## config.mk

```make
export PLATFORM = sky130hd
export DESIGN_NAME = ssr_status
export DESIGN_NICKNAME = d
export VERILOG_FILES = /design/src/hdl/ssr_fifo_note.sv /design/src/common/ssr_pkg.sv /design/src/hdl/ssr_status.sv
export SDC_FILE = /design/constraint.sdc
export NUM_CORES = 1
export LEC_CHECK = 0
export ABC_AREA = 1
export BUFFER_PORTS_ARGS = -buffer_cell sky130_fd_sc_hd__buf_2
export CAP_MARGIN = 20
export CORE_ASPECT_RATIO = 0.6
export CORE_UTILIZATION = 40
export DETAILED_ROUTE_END_ITERATION = 10
export HOLD_SLACK_MARGIN = 0.08
export MAX_ROUTING_LAYER = met4
export SYNTH_ARGS = -nofsm -noshare
export SYNTH_HDL_FRONTEND = slang
export SYNTH_SLANG_ARGS = --single-unit
```

## constraint.sdc

```tcl
create_clock -name clk -period 2.95 [get_ports clk]
set_input_delay 0.295 -clock clk [delete_from_list [all_inputs] [get_ports clk]]
set_output_delay 0.295 -clock clk [all_outputs]
set_load 0.01 [all_outputs]
```

## src/hdl/ssr_fifo_note.sv

```systemverilog
// Holds no logic: the output queue sits beside the status block.

```

## src/common/ssr_pkg.sv

```systemverilog
// Constants for the status and service request block.
// Assumes one 20 MHz clock and a synchronous active-high reset.
package ssr_pkg;
  localparam int unsigned GRP_W = 16;
  localparam int unsigned MSG_W = 8;
  localparam int unsigned FIFO_DEPTH = 16;
  localparam int unsigned CLK_HZ = 20000000;
  ////////////////////////////////////////////////////////////////////////////
  // Common command codes on cmd_code
  localparam logic [3:0] CMD_WR_STD_MASK = 4'h0;
  localparam logic [3:0] CMD_RD_STD_MASK = 4'h1;
  localparam logic [3:0] CMD_RD_STD_LATCH = 4'h2;
  localparam logic [3:0] CMD_WR_SRQ_MASK = 4'h3;
  localparam logic [3:0] CMD_RD_SRQ_MASK = 4'h4;
  localparam logic [3:0] CMD_RD_STB_QUERY = 4'h5;
  localparam logic [3:0] CMD_SERIAL_POLL = 4'h6;
  localparam logic [3:0] CMD_CLEAR_STATUS = 4'h7;
  localparam logic [3:0] CMD_WR_PSC = 4'h8;
  localparam logic [3:0] CMD_RD_QUEUE = 4'h9;
  localparam logic [3:0] CMD_WR_PTR = 4'hA;
  localparam logic [3:0] CMD_WR_NTR = 4'hB;
  localparam logic [3:0] CMD_WR_GRP_MASK = 4'hC;
  localparam logic [3:0] CMD_RD_GRP_EVENT = 4'hD;
  localparam logic [3:0] CMD_WR_FAULT_SEL = 4'hE;
  localparam logic [3:0] CMD_STATUS_PRESET = 4'hF;
  ////////////////////////////////////////////////////////////////////////////
  // Status byte bit positions
  localparam int unsigned STB_QUES = 3;
  localparam int unsigned STB_MAV = 4;
  localparam int unsigned STB_ESB = 5;
  localparam int unsigned STB_RQS = 6;
  localparam int unsigned STB_OPER = 7;
  // Standard event latch bit positions
  localparam int unsigned SEV_OPC = 0;
  localparam int unsigned SEV_QYE = 2;
  localparam int unsigned SEV_DDE = 3;
  localparam int unsigned SEV_EXE = 4;
  localparam int unsigned SEV_CME = 5;
  localparam int unsigned SEV_PON = 7;
  localparam logic [7:0] SEV_EXT_MASK = 8'h3D;
  localparam logic [7:0] SRQ_MASK_WR = 8'hB8;
  // Group indices and remote inhibit position in the questionable group
  localparam int unsigned GRP_OPER = 0;
  localparam int unsigned GRP_QUES = 1;
  localparam logic [15:0] RI_BIT_MASK = 16'h0200;
  localparam logic [1:0] FLT_SRC_OPER = 2'h0;
  localparam logic [1:0] FLT_SRC_QUES = 2'h1;
  localparam logic [1:0] FLT_SRC_STD = 2'h2;
  ////////////////////////////////////////////////////////////////////////////
  // Reset values
  localparam logic [15:0] PTR_RST = 16'hFFFF;
  localparam logic [15:0] NTR_RST = 16'h0000;
  localparam logic [15:0] GRP_MASK_RST = 16'h0000;
  localparam logic [7:0] SEV_LATCH_RST = 8'h80;
  localparam logic [7:0] MASK8_RST = 8'h00;
  localparam logic [6:0] FAULT_SEL_RST = 7'h00;
  typedef enum logic {SSR_INIT_LOAD, SSR_INIT_RUN} ssr_init_t;
endpackage

```

## src/hdl/ssr_status.sv

```systemverilog
// Status reporting, service request and output queue logic.
// Assumes synchronous inputs, one command per cycle, nonvolatile values stable at reset release.
// Contract
// - Standard event latch records events, is read only, clears when read.
// - Standard event mask written and read by commands, cleared at power on if psc is 1.
// - Enabled standard event bits OR into the event summary bit.
// - Poll and query return same byte except bit 6: query master summary, poll request flag.
// - Master summary is an unlatched OR of status bits enabled by service request mask.
// - Reading the status byte by query clears nothing.
// - Requesting service raises the request line and latches the flag into bit 6.
// - Serial poll returns the flag in bit 6, then clears it, other bits untouched.
// - Output queue is a byte FIFO; bit 4 set while it holds a byte.
// - An error message offered while the output queue is full produces an overflow error report.
// - Output queue emptied at power on and by clear status.
// - Service request from masked status bits; zero mask never requests.
// - Active inhibit pin produces remote inhibit event in questionable group.
// - Remote inhibit event can request service and drive the fault output.
// - Fault output driven from selectable questionable, operation or standard event.
// - Power on: filters, latches, group masks, status byte and queue initialised.
// - With psc 0 both masks restored from nonvolatile storage, else cleared.
// - Power-on flag bit 7 set each power-up, feeds event summary bit 5.
// - Standard event bits: 0,2,3,4,5,7 as completion, errors and power on.
// - Status bit 7 is the operation group summary.
// - Status bit 3 is the questionable group summary.
// - Group events latch filtered transitions, cleared by read or clear status.

module ssr_fifo #(
  parameter int unsigned WIDTH = 8,
  parameter int unsigned DEPTH = 16
) (
  input wire logic clk,
  input wire logic rst,
  input wire logic flush,
  input wire logic in_valid,
  output logic in_ready,
  input wire logic [WIDTH-1:0] in_data,
  output logic out_valid,
  input wire logic out_ready,
  output logic [WIDTH-1:0] out_data
);
  localparam int unsigned AW = $clog2(DEPTH);
  logic [WIDTH-1:0] mem_q [DEPTH];
  logic [AW-1:0] wr_q;
  logic [AW-1:0] rd_q;
  logic [AW:0] cnt_q;
  logic push;
  logic pop;

  assign in_ready = (cnt_q != (AW+1)'(DEPTH));
  assign out_valid = (cnt_q != '0);
  assign out_data = mem_q[rd_q];
  assign push = in_valid && in_ready && !flush;
  assign pop = out_valid && out_ready && !flush;

  always_ff @(posedge clk) begin
    if (push) begin
      mem_q[wr_q] <= in_data;
    end
  end

  always_ff @(posedge clk) begin
    if (rst || flush) begin
      wr_q <= '0;
      rd_q <= '0;
      cnt_q <= '0;
    end else begin
      if (push) begin
        wr_q <= (wr_q == AW'(DEPTH - 1)) ? '0 : wr_q + 1'b1;
      end
      if (pop) begin
        rd_q <= (rd_q == AW'(DEPTH - 1)) ? '0 : rd_q + 1'b1;
      end
      cnt_q <= cnt_q + (AW+1)'(push) - (AW+1)'(pop);
    end
  end
endmodule

////////////////////////////////////////////////////////////////////////////////
module ssr_status (
  input wire logic clk,
  input wire logic rst,
  input wire logic cmd_valid,
  input wire logic [3:0] cmd_code,
  input wire logic cmd_group,
  input wire logic [15:0] cmd_data,
  output logic resp_valid,
  output logic [15:0] resp_data,
  input wire logic [15:0] oper_cond,
  input wire logic [15:0] ques_cond,
  input wire logic [7:0] std_event_set,
  input wire logic inhibit_input_pin,
  input wire logic msg_valid,
  input wire logic [7:0] msg_data,
  input wire logic msg_is_error,
  output logic msg_ready,
  output logic srq,
  output logic fault_output_pin,
  output logic queue_overflow,
  input wire logic nv_psc,
  input wire logic [7:0] nv_std_mask,
  input wire logic [7:0] nv_srq_mask,
  output logic save_psc,
  output logic [7:0] save_std_mask,
  output logic [7:0] save_srq_mask
);
  ssr_pkg::ssr_init_t init_q;
  logic [7:0] sev_latch_q;
  logic [7:0] std_mask_q;
  logic [7:0] srq_mask_q;
  logic psc_q;
  logic rqs_q;
  logic mss_prev_q;
  logic ovf_q;
  logic fault_q;
  logic [6:0] fault_sel_q;
  logic resp_valid_q;
  logic [15:0] resp_data_q;
  logic [15:0] cond_w [2];
  logic [15:0] event_w [2];
  logic [1:0] grp_sum;
  logic [7:0] stb_base;
  logic mss;
  logic esb;
  logic mav;
  logic cls;
  logic [8:0] fifo_out;
  logic queue_pop;

  assign cls = cmd_valid && (cmd_code == ssr_pkg::CMD_CLEAR_STATUS);
  assign queue_pop = cmd_valid && (cmd_code == ssr_pkg::CMD_RD_QUEUE);
  assign cond_w[ssr_pkg::GRP_OPER] = oper_cond;
  // Inhibit pin forms a questionable condition, so it passes the transition filters
  assign cond_w[ssr_pkg::GRP_QUES] = ques_cond | (inhibit_input_pin ? ssr_pkg::RI_BIT_MASK : 16'h0000);

  ////////////////////////////////////////////////////////////////////////////
  // Operation and questionable groups
  for (genvar g = 0; g < 2; g++) begin : grp_gen
    logic [15:0] prev_q;
    logic [15:0] ptr_q;
    logic [15:0] ntr_q;
    logic [15:0] mask_q;
    logic [15:0] event_q;
    logic sel;
    logic [15:0] set_w;
    assign sel = cmd_valid && (cmd_group == 1'(g));
    assign set_w = (cond_w[g] & ~prev_q & ptr_q) | (~cond_w[g] & prev_q & ntr_q);
    always_ff @(posedge clk) begin
      if (rst || (cmd_valid && cmd_code == ssr_pkg::CMD_STATUS_PRESET)) begin
        ptr_q <= ssr_pkg::PTR_RST;
        ntr_q <= ssr_pkg::NTR_RST;
        mask_q <= ssr_pkg::GRP_MASK_RST;
      end else if (sel) begin
        if (cmd_code == ssr_pkg::CMD_WR_PTR) ptr_q <= cmd_data;
        if (cmd_code == ssr_pkg::CMD_WR_NTR) ntr_q <= cmd_data;
        if (cmd_code == ssr_pkg::CMD_WR_GRP_MASK) mask_q <= cmd_data;
      end
    end
    always_ff @(posedge clk) begin
      if (rst) begin
        prev_q <= 16'h0000;
        event_q <= 16'h0000;
      end else begin
        prev_q <= cond_w[g];
        // A transition in the clearing cycle survives the clear
        event_q <= ((cls || (sel && cmd_code == ssr_pkg::CMD_RD_GRP_EVENT)) ? 16'h0000 : event_q) | set_w;
      end
    end
    assign event_w[g] = event_q;
    assign grp_sum[g] = |(event_q & mask_q);
  end

  ////////////////////////////////////////////////////////////////////////////
  // Standard event latch and masks
  always_ff @(posedge clk) begin
    if (rst) begin
      sev_latch_q <= ssr_pkg::SEV_LATCH_RST;
    end else begin
      sev_latch_q <= ((cls || (cmd_valid && cmd_code == ssr_pkg::CMD_RD_STD_LATCH)) ? 8'h00 : sev_latch_q)
                     | (std_event_set & ssr_pkg::SEV_EXT_MASK);
    end
  end

  // Nonvolatile values are taken one edge after reset release, never under reset
  always_ff @(posedge clk) begin
    if (rst) begin
      init_q <= ssr_pkg::SSR_INIT_LOAD;
      psc_q <= 1'b1;
      std_mask_q <= ssr_pkg::MASK8_RST;
      srq_mask_q <= ssr_pkg::MASK8_RST;
    end else begin
      unique case (init_q)
        ssr_pkg::SSR_INIT_LOAD: begin
          init_q <= ssr_pkg::SSR_INIT_RUN;
          psc_q <= nv_psc;
          std_mask_q <= nv_psc ? ssr_pkg::MASK8_RST : nv_std_mask;
          srq_mask_q <= nv_psc ? ssr_pkg::MASK8_RST : (nv_srq_mask & ssr_pkg::SRQ_MASK_WR);
        end
        ssr_pkg::SSR_INIT_RUN: begin
          if (cmd_valid && cmd_code == ssr_pkg::CMD_WR_STD_MASK) std_mask_q <= cmd_data[7:0];
          if (cmd_valid && cmd_code == ssr_pkg::CMD_WR_SRQ_MASK) srq_mask_q <= cmd_data[7:0] & ssr_pkg::SRQ_MASK_WR;
          if (cmd_valid && cmd_code == ssr_pkg::CMD_WR_PSC) psc_q <= cmd_data[0];
        end
      endcase
    end
  end

  assign save_psc = psc_q;
  assign save_std_mask = std_mask_q;
  assign save_srq_mask = srq_mask_q;

  ////////////////////////////////////////////////////////////////////////////
  // Status byte, master summary and request flag
  assign esb = |(sev_latch_q & std_mask_q);
  assign stb_base = {grp_sum[ssr_pkg::GRP_OPER], 1'b0, esb, mav, grp_sum[ssr_pkg::GRP_QUES], 3'b000};
  assign mss = |(stb_base & srq_mask_q);

  always_ff @(posedge clk) begin
    if (rst) begin
      rqs_q <= 1'b0;
      mss_prev_q <= 1'b0;
    end else begin
      mss_prev_q <= mss;
      // New reason wins over a poll in the same cycle so no request is lost
      if (mss && !mss_prev_q) begin
        rqs_q <= 1'b1;
      end else if ((cmd_valid && cmd_code == ssr_pkg::CMD_SERIAL_POLL) || cls) begin
        rqs_q <= 1'b0;
      end
    end
  end

  assign srq = rqs_q;

  ////////////////////////////////////////////////////////////////////////////
  // Output queue
  ssr_fifo #(.WIDTH(ssr_pkg::MSG_W + 1), .DEPTH(ssr_pkg::FIFO_DEPTH)) u_queue (
    .clk(clk),
    .rst(rst),
    .flush(cls),
    .in_valid(msg_valid),
    .in_ready(msg_ready),
    .in_data({msg_is_error, msg_data}),
    .out_valid(mav),
    .out_ready(queue_pop),
    .out_data(fifo_out)
  );

  // An error that finds the queue full sets the overflow report, which holds until clear status
  always_ff @(posedge clk) begin
    if (rst) begin
      ovf_q <= 1'b0;
    end else begin
      ovf_q <= (ovf_q && !cls) || (msg_valid && msg_is_error && !msg_ready);
    end
  end

  assign queue_overflow = ovf_q;

  ////////////////////////////////////////////////////////////////////////////
  // Discrete fault output
  always_ff @(posedge clk) begin
    if (rst) begin
      fault_sel_q <= ssr_pkg::FAULT_SEL_RST;
      fault_q <= 1'b0;
    end else begin
      if (cmd_valid && cmd_code == ssr_pkg::CMD_WR_FAULT_SEL) fault_sel_q <= cmd_data[6:0];
      unique case (fault_sel_q[5:4])
        ssr_pkg::FLT_SRC_OPER: fault_q <= fault_sel_q[6] && event_w[ssr_pkg::GRP_OPER][fault_sel_q[3:0]];
        ssr_pkg::FLT_SRC_QUES: fault_q <= fault_sel_q[6] && event_w[ssr_pkg::GRP_QUES][fault_sel_q[3:0]];
        ssr_pkg::FLT_SRC_STD: fault_q <= fault_sel_q[6] && sev_latch_q[fault_sel_q[2:0]];
        default: fault_q <= 1'b0;
      endcase
    end
  end

  assign fault_output_pin = fault_q;

  ////////////////////////////////////////////////////////////////////////////
  // Command answers, one cycle after the command
  always_ff @(posedge clk) begin
    if (rst) begin
      resp_valid_q <= 1'b0;
      resp_data_q <= 16'h0000;
    end else begin
      resp_valid_q <= 1'b0;
      if (cmd_valid) begin
        resp_valid_q <= 1'b1;
        unique case (cmd_code)
          ssr_pkg::CMD_RD_STD_MASK: resp_data_q <= {8'h00, std_mask_q};
          ssr_pkg::CMD_RD_STD_LATCH: resp_data_q <= {8'h00, sev_latch_q};
          ssr_pkg::CMD_RD_SRQ_MASK: resp_data_q <= {8'h00, srq_mask_q};
          ssr_pkg::CMD_RD_STB_QUERY: resp_data_q <= {8'h00, stb_base[7], mss, stb_base[5:0]};
          ssr_pkg::CMD_SERIAL_POLL: resp_data_q <= {8'h00, stb_base[7], rqs_q, stb_base[5:0]};
          ssr_pkg::CMD_RD_QUEUE: resp_data_q <= mav ? {8'h00, fifo_out[7:0]} : 16'h0000;
          ssr_pkg::CMD_RD_GRP_EVENT: resp_data_q <= event_w[cmd_group];
          default: begin
            resp_valid_q <= 1'b0;
          end
        endcase
      end
    end
  end

  assign resp_valid = resp_valid_q;
  assign resp_data = resp_data_q;
endmodule

```

# Word level (Yosys, flattened, before mapping)
# Memory sizes are Yosys's and may differ from the RTL's. A register that Yosys moved wholly into a read port is not among the register bits.
# Index checks and enable logic that the tools add are counted.
[word_totals]
input_bits = 92
ram_bits = 144
output_inout_bits = 38
reg_bits = 227
word_cells = 168
memories = 1
[classes]
muxes = 34
reduce_logical = 52
n_addsub = 4
n_bitwise = 26
order_cmp = 3
eq_ne = 23
[mem_list]
columns = ["memory", "words", "width", "read_ports", "rd_ports_with_merged_regs", "wr", "line", "rtl"]
rows = [
  ["u_queue.mem_q", 16, 9, 1, 1, 1, "ssr_status.sv:42", "logic [WIDTH-1:0] mem_q [DEPTH];"],
]
[ops]
columns = ["operator", "n"]
rows = [
  ["AND 16 bit", 10],
  ["case mux 16 bit (7 select lines)", 1],
  ["two-way mux 16 bit", 5],
  ["inverter 16 bit", 4],
  ["bitwise OR 16 bit", 4],
  ["two-way mux 8 bit", 6],
  ["equality test 4 bit, second input constant", 10],
  ["case mux 8 bit (2 select lines)", 2],
  ["OR reduction 16 bit", 2],
  ["logical AND 1 bit", 24],
  ["AND 8 bit", 2],
  ["equality test 4 x 3 -> 1 bit, second input constant", 4],
  ["two-way mux 4 bit", 4],
  ["bitwise OR 16 x 10 -> 16 bit", 1],
  ["OR reduction 8 bit", 2],
  ["AND reduction 2 bit", 7],
  ["two-way mux 1 bit", 10],
  ["two-way mux 10 bit", 1],
  ["adder 4 x 1 -> 4 bit, second input constant", 2],
  ["binary-select mux 1 bit (select 4 bit)", 2],
  ["equality test 4 x 2 -> 1 bit, second input constant", 2],
  ["bitwise OR 8 x 6 -> 8 bit", 1],
  ["logical OR 1 bit", 7],
  ["nonzero test 7 bit", 1],
  ["22 further kinds", 28],
]

# Logic depth before layout (Yosys ltp)
# Gate-level depths: netlist (run 1).
[depth]
ltp_word = 7
ltp_mapped = 16
ltp_nobuf = 16

# Cells and area by module
# Synthesis (run 1) repeated with hierarchy kept, for this count alone.
[hier_totals]
hier_cells = 1886
hier_area_um2 = 15748.9
[by_module_without_submodules]
columns = ["mod", "seq_area_each_um2", "cells_per_inst", "area_per_inst_um2", "instances"]
rows = [
  ["ssr_status", 4164.0, 1211, 8732.1, 1],
  ["ssr_fifo", 4664.5, 675, 7016.7, 1],
]

# Worst setup path after synthesis (run 1)
# No wires, ideal clock.
[synth_path]
path_type = "flip-flop to flip-flop"
from = "register u_queue.cnt_q[2]"
to = "register u_queue.cnt_q[4]"
required_ps = 2829
stages_incl_launch_ff = 16
slack_ps = 695
n_path_buf = 0
synth_period_minus_slack_ps = 2255
setup_ps = 121
arrival_ps = 2134
path_cell_list = "dfxtp_1 inv_1 ha_1 nand4_1 nand2_2 nor2_4 inv_2 nand2_1 nand2_1 ha_1 fa_1 nand2_1 inv_1 o21ai_0 and3_1 nor3_1"
[synth_via]
elab_chain_cells = 5
elab_cells_between_ends = 8
classes_between = "add/sub: 2; eq/ne: 1; reduce/logical: 5"
[synth_rtl]
columns = ["item", "line", "rtl"]
rows = [
  ["start: declaration", "ssr_status.sv:45", "logic [AW:0] cnt_q;"],
  ["start signal: assignment", "ssr_status.sv:73", "cnt_q <= cnt_q + (AW+1)'(push) - (AW+1)'(pop);"],
  ["inequality test 5 bit", "ssr_status.sv:49", "assign in_ready = (cnt_q != (AW+1)'(DEPTH));"],
  ["logical AND 1 bit (2 in series)", "ssr_status.sv:52", "assign push = in_valid && in_ready && !flush;"],
  ["adder 5 x 1 -> 5 bit", "ssr_status.sv:73", ""],
  ["subtractor 5 x 1 -> 5 bit (*)", "ssr_status.sv:73", ""],
]
# Every way passes the cells marked *; elsewhere a longest branch is shown, timed or not.
# A chain may end at the register's enable or synchronous reset.

# Worst setup path in the final report (run 1)
# Ends and elaborated chain as after synthesis.

==> metrics.cfg, run 1 <==
[outcome]
status=finished clean

[floorplanning]
die_h_microns=150.6
die_area_sq_mm=0.03761
rows=54
io_pins=130
core-area_sq_mm=0.03628
start_util=0.4058
chipWidth_microns=249.7

[worst_setup_path]
cp-start-kind=flip-flop
path_class=reg -> reg
cp_max_fo=8
end_kind=flip-flop
cp.required_ps=3360
cp.arrival_ps=3050
crit_path_start=u_queue.cnt_q[2]$_SDFF_PP0_
crit-reg2reg-launch=u_queue.cnt_q[2]$_SDFF_PP0_

[placement]
gp_congestion=0.9748
placed_cells=2267
portBuffers=118
placed_cell_area_sq_mm=0.01580
dpl.hpwl_microns=33010

[timing]
finalCritPeriodShare=0.8968
hold_viol=0
setup_viol=0
fin_setup_tns_ps=0
finalMaxSlewViolations=0
fin_skew_ps=32.13
max_slew_margin=0.3998
period_minus_slack_ps=2646
worst_pin_slew_ps=897.0
grt_setup_unrepaired=no
fmax_mhz=378.0

[layout]
finalNetCount=1975
drive_gt1_frac=0.1264
post-route-cell-area_sq_mm=0.01731
most-common-layout-cells=nand2_1, dfxtp_1, nor2_1
mostFrequentLayoutCell=nand2_1
syn_to_final_growth_pct=17.55
fin_cells=2368

[detailed_routing]
ant_nets=0
via_per_inst=5.253
first_pass_iters=6
drc=0
wl_microns=46150
wl_per_cell_microns=19.49
dr_total_vias=12438
drtIter0Drc=1312

[clocking]
cts_buffer_depth=3
numCtsBuffers=35
cts_root_buf=clkbuf_16
post_cts_buffers=0
post_cts_resized=0
cts.sink_count=353
cts_tree=built
clk_latency_ps=530
clk_pin_slew_ps=60
htree_levels=2

[global_route]
grt.total_usage=0.2501
grt_max_degree=64
grt_pass1_wl_microns=68230
antenna_found_initial=2
overflow=0
grt_pass1_vias=11082

[power_and_ir_drop]
intPower_mw=8.114
p_per_area_mw_per_mm2=630.3
clockPowerShare=0.400
total_power_mw=10.91
p_leak_nw=6.958
p_sw_frac=0.2561
pwr-share-seq=0.495
pwr-share-comb=0.104
ir_drop_uv=379.5
p_sw_mw=2.794

[job]
cap_violations=0

[yosys]
ys_ff_latch=353
synth_edf_count=128
ys_warn_count=0
synth.distinct_cells=41
ys_async_sr_fraction=0
yosysSeqAreaShare=0.5670
syn-instance-count=1718
syn_area_per_cell_sq_um=8.571
ys.flop_type=dfxtp_1
synth_area_sq_mm=0.01472

[worst_hold_path]
hold_class=in -> reg
hold_start=inhibit_input_pin

-- worst max-delay path: stages, from the launching register on --
cell     delay [ps]
dfxtp_1         340
inv_1            70
ha_1            210
nand4_1         220
nand2_2         150
nor2_4          160
inv_2           100
nand2_1          70
nand2_1          50
ha_1            210
fa_1            410
nand2_1          70
inv_1            40
o21ai_0         180
and3_1          180
nor3_1           40
-- logic make-up after synthesis --
group / count (synthesis) / share of synthesized area
xor+xnor: 1 / 0.0005949
simple gates: 706 / 0.2003
flops: 353 / 0.5670
compound gates: 394 / 0.1512
fa+ha+maj: 14 / 0.01241
buf+inv: 249 / 0.06832
other cells: 1 / 0.0002547
-- layer usage --
metal / part of all wire / track usage
met1: 0.50 / 0.3818
met2: 0.38 / 0.3163
met3: 0.10 / 0.07158
met4: 0.016 / 0.05278
met5: 0 / -
-- through the flow --
| step | hold WS (ps) | worst slack [ps] | util |
|---|---|---|---|
| 5_1_grt | 119.0 | 78.77 | 0.4770 |
| 2_1_floorplan | 393.9 | 695.3 | - |
| 4_1_cts | 87.57 | 328.1 | 0.4770 |
| 3_3_place_gp | 420.8 | 336.2 | 0.4354 |
| 6_report | 103.0 | 304.4 | 0.4770 |
| 3_5_place_dp | 415.7 | 307.4 | 0.4354 |
-- cells in the mapped netlist (13+ instances only) --
master | instances | share of area
a211oi_1 | 15 | 0.0076
a21oi_1 | 131 | 0.045
a31oi_1 | 33 | 0.014
buf_2 | 24 | 0.0082
clkbuf_1 | 45 | 0.011
dfxtp_1 | 225 | 0.31
edfxtp_1 | 128 | 0.26
ha_1 | 13 | 0.011
inv_1 | 152 | 0.039
inv_2 | 15 | 0.0038
nand2_1 | 330 | 0.084
nand3_1 | 149 | 0.051
nor2_1 | 196 | 0.050
o211ai_1 | 25 | 0.013
o21ai_0 | 142 | 0.048
o21ai_1 | 18 | 0.0061
-- what timing repair did --
action,4_1_cts,5_1_grt
hold endpoints to repair,61,0
setup endpoints to repair,0,0
hold buffers,41,0
-- registers in the layout (all words and copies together) (netlist names), named ones only --
signal / cells
save_srq_mask: 4
mss_prev_q: 1
grp_gen.ptr_q: 32
grp_gen.ntr_q: 32
u_queue.wr_q: 4
fault_sel_q: 7
sev_latch_q: 6
grp_gen.event_q: 32
fault_output_pin: 1
srq: 1
save_std_mask: 8
u_queue.cnt_q: 5
resp_data: 16
u_queue.rd_q: 4
grp_gen.prev_q: 32
grp_gen.mask_q: 32
resp_valid: 1
u_queue.mem_q: 128
save_psc: 1
queue_overflow: 1
init_q: 1
-- final timing paths --
kind                                                          to  slack (ps)  depth (start not counted)
worst max-delay path                 u_queue.cnt_q[4]$_SDFF_PP0_         300                         15
worst min-delay path            grp_gen[1].event_q[9]$_SDFF_PP0_         100                          4
worst max register to register       u_queue.cnt_q[4]$_SDFF_PP0_         300                         15
worst min register to register                  srq$_SDFFE_PP0P_         440                          1
-- power by group through the flow --
stage / Clock [mW] / Sequential [mW] / Combinational [mW]
after CTS: 4.43 / 5.39 / 1.13
after floorplan: 0 / 5.44 / 0.664
after global placement: 0 / 5.49 / 1.07
after detailed placement: 0 / 5.50 / 1.08
final: 4.37 / 5.40 / 1.14
after global routing: 4.62 / 5.42 / 1.27
-- layout make-up --
type | count | area, sq um
timing repair buffer | 192 | 1251
fill | 3481 | 18970
tap | 476 | 595.6
inverter | 168 | 630.6
antenna | 1 | 2.502
clock buffer | 47 | 972.2
sequential | 353 | 8349
clock inverter | 12 | 125.1
multi-input combinational | 1119 | 5381
Power figures use the tool's default switching activity.
==> run 2: changes to the inputs <==
SYNTH_HIERARCHICAL = 1   (was unset)
==> run 2 against run 1 <==
Effect of this change:
- highest routed layer unchanged
- largest cell class unchanged
- synthesized cell count is 6.5% higher
- combinational power up 7%
- via count is 3.5% higher
==> metrics.cfg, run 2 <==
[outcome]
status=finished clean  ; unchanged

[power_and_ir_drop]
intPower_mw=8.178  ; was 8.114 mW
p_per_area_mw_per_mm2=627.4  ; was 630.3 mW/mm^2
p_sw_frac=0.2624  ; was 0.2561
pwr-share-comb=0.110  ; was 0.104
pwr-share-seq=0.488  ; was 0.495
p_leak_nw=7.479  ; was 6.958 nW
p_sw_mw=2.909  ; was 2.794 mW
clockPowerShare=0.401  ; was 0.400
ir_drop_uv=300.3  ; was 379.5 uV
total_power_mw=11.09  ; was 10.91 mW

[layout]
most-common-layout-cells=nand2_1, dfxtp_1, nand3_1  ; was nand2_1, dfxtp_1, nor2_1
mostFrequentLayoutCell=nand2_1  ; unchanged
drive_gt1_frac=0.1144  ; was 0.1264
largest_reg_flops=128  ; unchanged
largest_register=u_queue/mem_q  ; was u_queue.mem_q
finalNetCount=2082  ; was 1975
syn_to_final_growth_pct=17.06  ; was 17.55%

[worst_setup_path]
cp.required_ps=3430  ; was 3360 ps
cp.arrival_ps=3090  ; was 3050 ps
r2r_slack_ps=340  ; was 300 ps
path_depth=15  ; unchanged
regToRegEndpoint=u_queue/cnt_q[4]$_SDFF_PP0_  ; was u_queue.cnt_q[4]$_SDFF_PP0_
cp-start-kind=flip-flop  ; unchanged
cpPeakStageDelay_ps=390  ; was 410 ps
crit-reg2reg-launch=u_queue/cnt_q[3]$_SDFF_PP0_  ; was u_queue.cnt_q[2]$_SDFF_PP0_
reg2regPathDepth=15  ; unchanged
cpMostUsedCell=inv_1  ; was nand2_1
critical_path_buf_inv_count=5  ; was 3
crit_chain=inv_1 > ha_1 > nand3_1 > nand2_1 > inv_1 > ha_1 > inv_1 > ha_1 > inv_1 > fa_1 > inv_1 > nand3_1 > nand3_1 > nand2_1 > nor2_1  ; was inv_1 > ha_1 > nand4_1 > nand2_2 > nor2_4 > inv_2 > nand2_1 > nand2_1 > ha_1 > fa_1 > nand2_1 > inv_1 > o21ai_0 > and3_1 > nor3_1
end_kind=flip-flop  ; unchanged
cp_max_fo=6  ; was 8
path_class=reg -> reg  ; unchanged
crit_family=adder cells  ; was simple AND/OR/NAND/NOR gates
cp_slowest_cell=fa_1  ; unchanged

[timing]
hold_viol=0  ; unchanged
finalMaxSlewViolations=0  ; unchanged
max_slew_margin=0.3474  ; was 0.3998
period_minus_slack_ps=2607  ; was 2646 ps
fin_setup_tns_ps=0  ; unchanged
grt_setup_unrepaired=no  ; unchanged
worst_pin_slew_ps=977.5  ; was 897.0 ps
fin_skew_ps=33.17  ; was 32.13 ps
setup_viol=0  ; unchanged
fmax_mhz=383.6  ; was 378.0 MHz
finalCritPeriodShare=0.8837  ; was 0.8968

[detailed_routing]
drtIter0Drc=1531  ; was 1312
wl_microns=47020  ; was 46150 microns
drc=0  ; unchanged
via_per_inst=5.131  ; was 5.253
first_pass_iters=6  ; unchanged
wl_per_cell_microns=18.73  ; was 19.49 microns
dr_total_vias=12878  ; was 12.44k
ant_nets=0  ; unchanged

[global_route]
grt_pass1_vias=11660  ; was 11.08k
grt_pass1_wl_microns=70890  ; was 68230 microns
antenna_found_initial=5  ; was 2
overflow=0  ; unchanged
grt.total_usage=0.2496  ; was 0.2501
grt_max_degree=77  ; was 64

[clocking]
htree_levels=2  ; unchanged
cts_tree=built  ; unchanged
cts.sink_count=353  ; unchanged
numCtsBuffers=34  ; was 35
clk_pin_slew_ps=60  ; about the same
clk_latency_ps=550  ; was 530 ps
cts_root_buf=clkbuf_16  ; unchanged
cts_buffer_depth=3  ; unchanged

[job]
cap_violations=0  ; unchanged

[placement]
portBuffers=118  ; unchanged
dpl.hpwl_microns=32990  ; was 33010 microns
gp_congestion=0.9378  ; was 0.9748

[floorplanning]
core-area_sq_mm=0.03676  ; was 0.03628 sq mm
start_util=0.4107  ; was 0.4058
rows=54  ; unchanged
die_h_microns=152.5  ; was 150.6 microns
io_pins=130  ; unchanged
die_area_sq_mm=0.03855  ; was 0.03761 sq mm
chipWidth_microns=252.8  ; was 249.7 microns

[worst_hold_path]
hold_end=queue_overflow$_SDFF_PP0_  ; was grp_gen[1].event_q[9]$_SDFF_PP0_
hold_path_depth=3  ; was 4
hold_class=in -> reg  ; unchanged
hold_start=msg_valid  ; was inhibit_input_pin

[yosys]
syn_area_per_cell_sq_um=8.250  ; was 8.571 sq um
ys_warn_count=6  ; was 0
synth_area_sq_mm=0.01510  ; was 0.01472 sq mm
syn-instance-count=1830  ; was 1718

[run 2: power groups by stage]
stage                     Clock [mW]  Combinational [mW]  Sequential (mW)
after floorplan                    0               0.718             5.46
after global placement             0                1.15             5.51
after detailed placement           0                1.16             5.51
after CTS                       4.51                1.21             5.41
after global routing            4.69                1.36             5.43
final                           4.45                1.22             5.41
[run 2: metrics by stage]
| stage | hold WS (ps) | instances | instance area, sq um | setup slack, ps | utilization |
|---|---|---|---|---|---|
| global route | 98.16 | 2509 | 17670 | 148.0 | 0.4807 |
| floorplan | 393.9 | 1833 | 15110 | 576.9 | - |
| global placement | 413.3 | 2402 | 16140 | 184.9 | 0.4391 |
| finish | 84.74 | 2510 | 17670 | 343.0 | 0.4808 |
| detailed placement | 425.0 | 2402 | 16140 | 171.9 | 0.4391 |
| CTS | 80.79 | 2505 | 17660 | 372.1 | 0.4805 |
[run 2: area by class of cell]
type	count	area, sq um
tap	504	630.6
clock inverter	15	170.2
inverter	202	758.2
fill	3606	19080
timing repair buffer	193	1284
antenna	5	12.51
multi-input combinational	1191	5528
clock buffer	47	939.7
sequential	353	8349
[run 2: repair_timing]
| action | CTS | global route |
|---|---|---|
| hold buffers | 41 | 0 |
| buffers inserted | 0 | 0 |
| hold endpoints to repair | 68 | 0 |
| endpoints found under the setup margin | 0 | 0 |
| resized for setup | 0 | 0 |
[run 2: worst register-to-register path, stage by stage (launching register included)]
cell     delay, ps
dfxtp_1        330
inv_1           80
ha_1           160
nand3_1        270
nand2_1        210
inv_1          100
ha_1           290
inv_1           70
ha_1           150
inv_1           50
fa_1           390
inv_1           90
nand3_1         90
nand3_1         90
nand2_1         60
nor2_1         110
[run 2: how the worst max path moves through the flow]
stage | start | end | slack (ps)
after floorplan | cmd_code[0] | u_queue/cnt_q[4]$_SDFF_PP0_ | 580
after global placement | cmd_code[3] | u_queue/cnt_q[4]$_SDFF_PP0_ | 180
after detailed placement | cmd_code[3] | u_queue/cnt_q[4]$_SDFF_PP0_ | 170
after CTS | u_queue/cnt_q[3]$_SDFF_PP0_ | u_queue/cnt_q[4]$_SDFF_PP0_ | 370
after global routing | u_queue/cnt_q[3]$_SDFF_PP0_ | u_queue/cnt_q[4]$_SDFF_PP0_ | 150
final | u_queue/cnt_q[3]$_SDFF_PP0_ | u_queue/cnt_q[4]$_SDFF_PP0_ | 340
[run 2: per-layer routing]
layer	vias to the layer above	global-route usage	routed length [microns]
li1	6294	-	-
met1	6017	0.3894	23570
met2	515	0.3157	17990
met3	52	0.06201	4614
met4	0	0.05339	834
met5	-	-	0
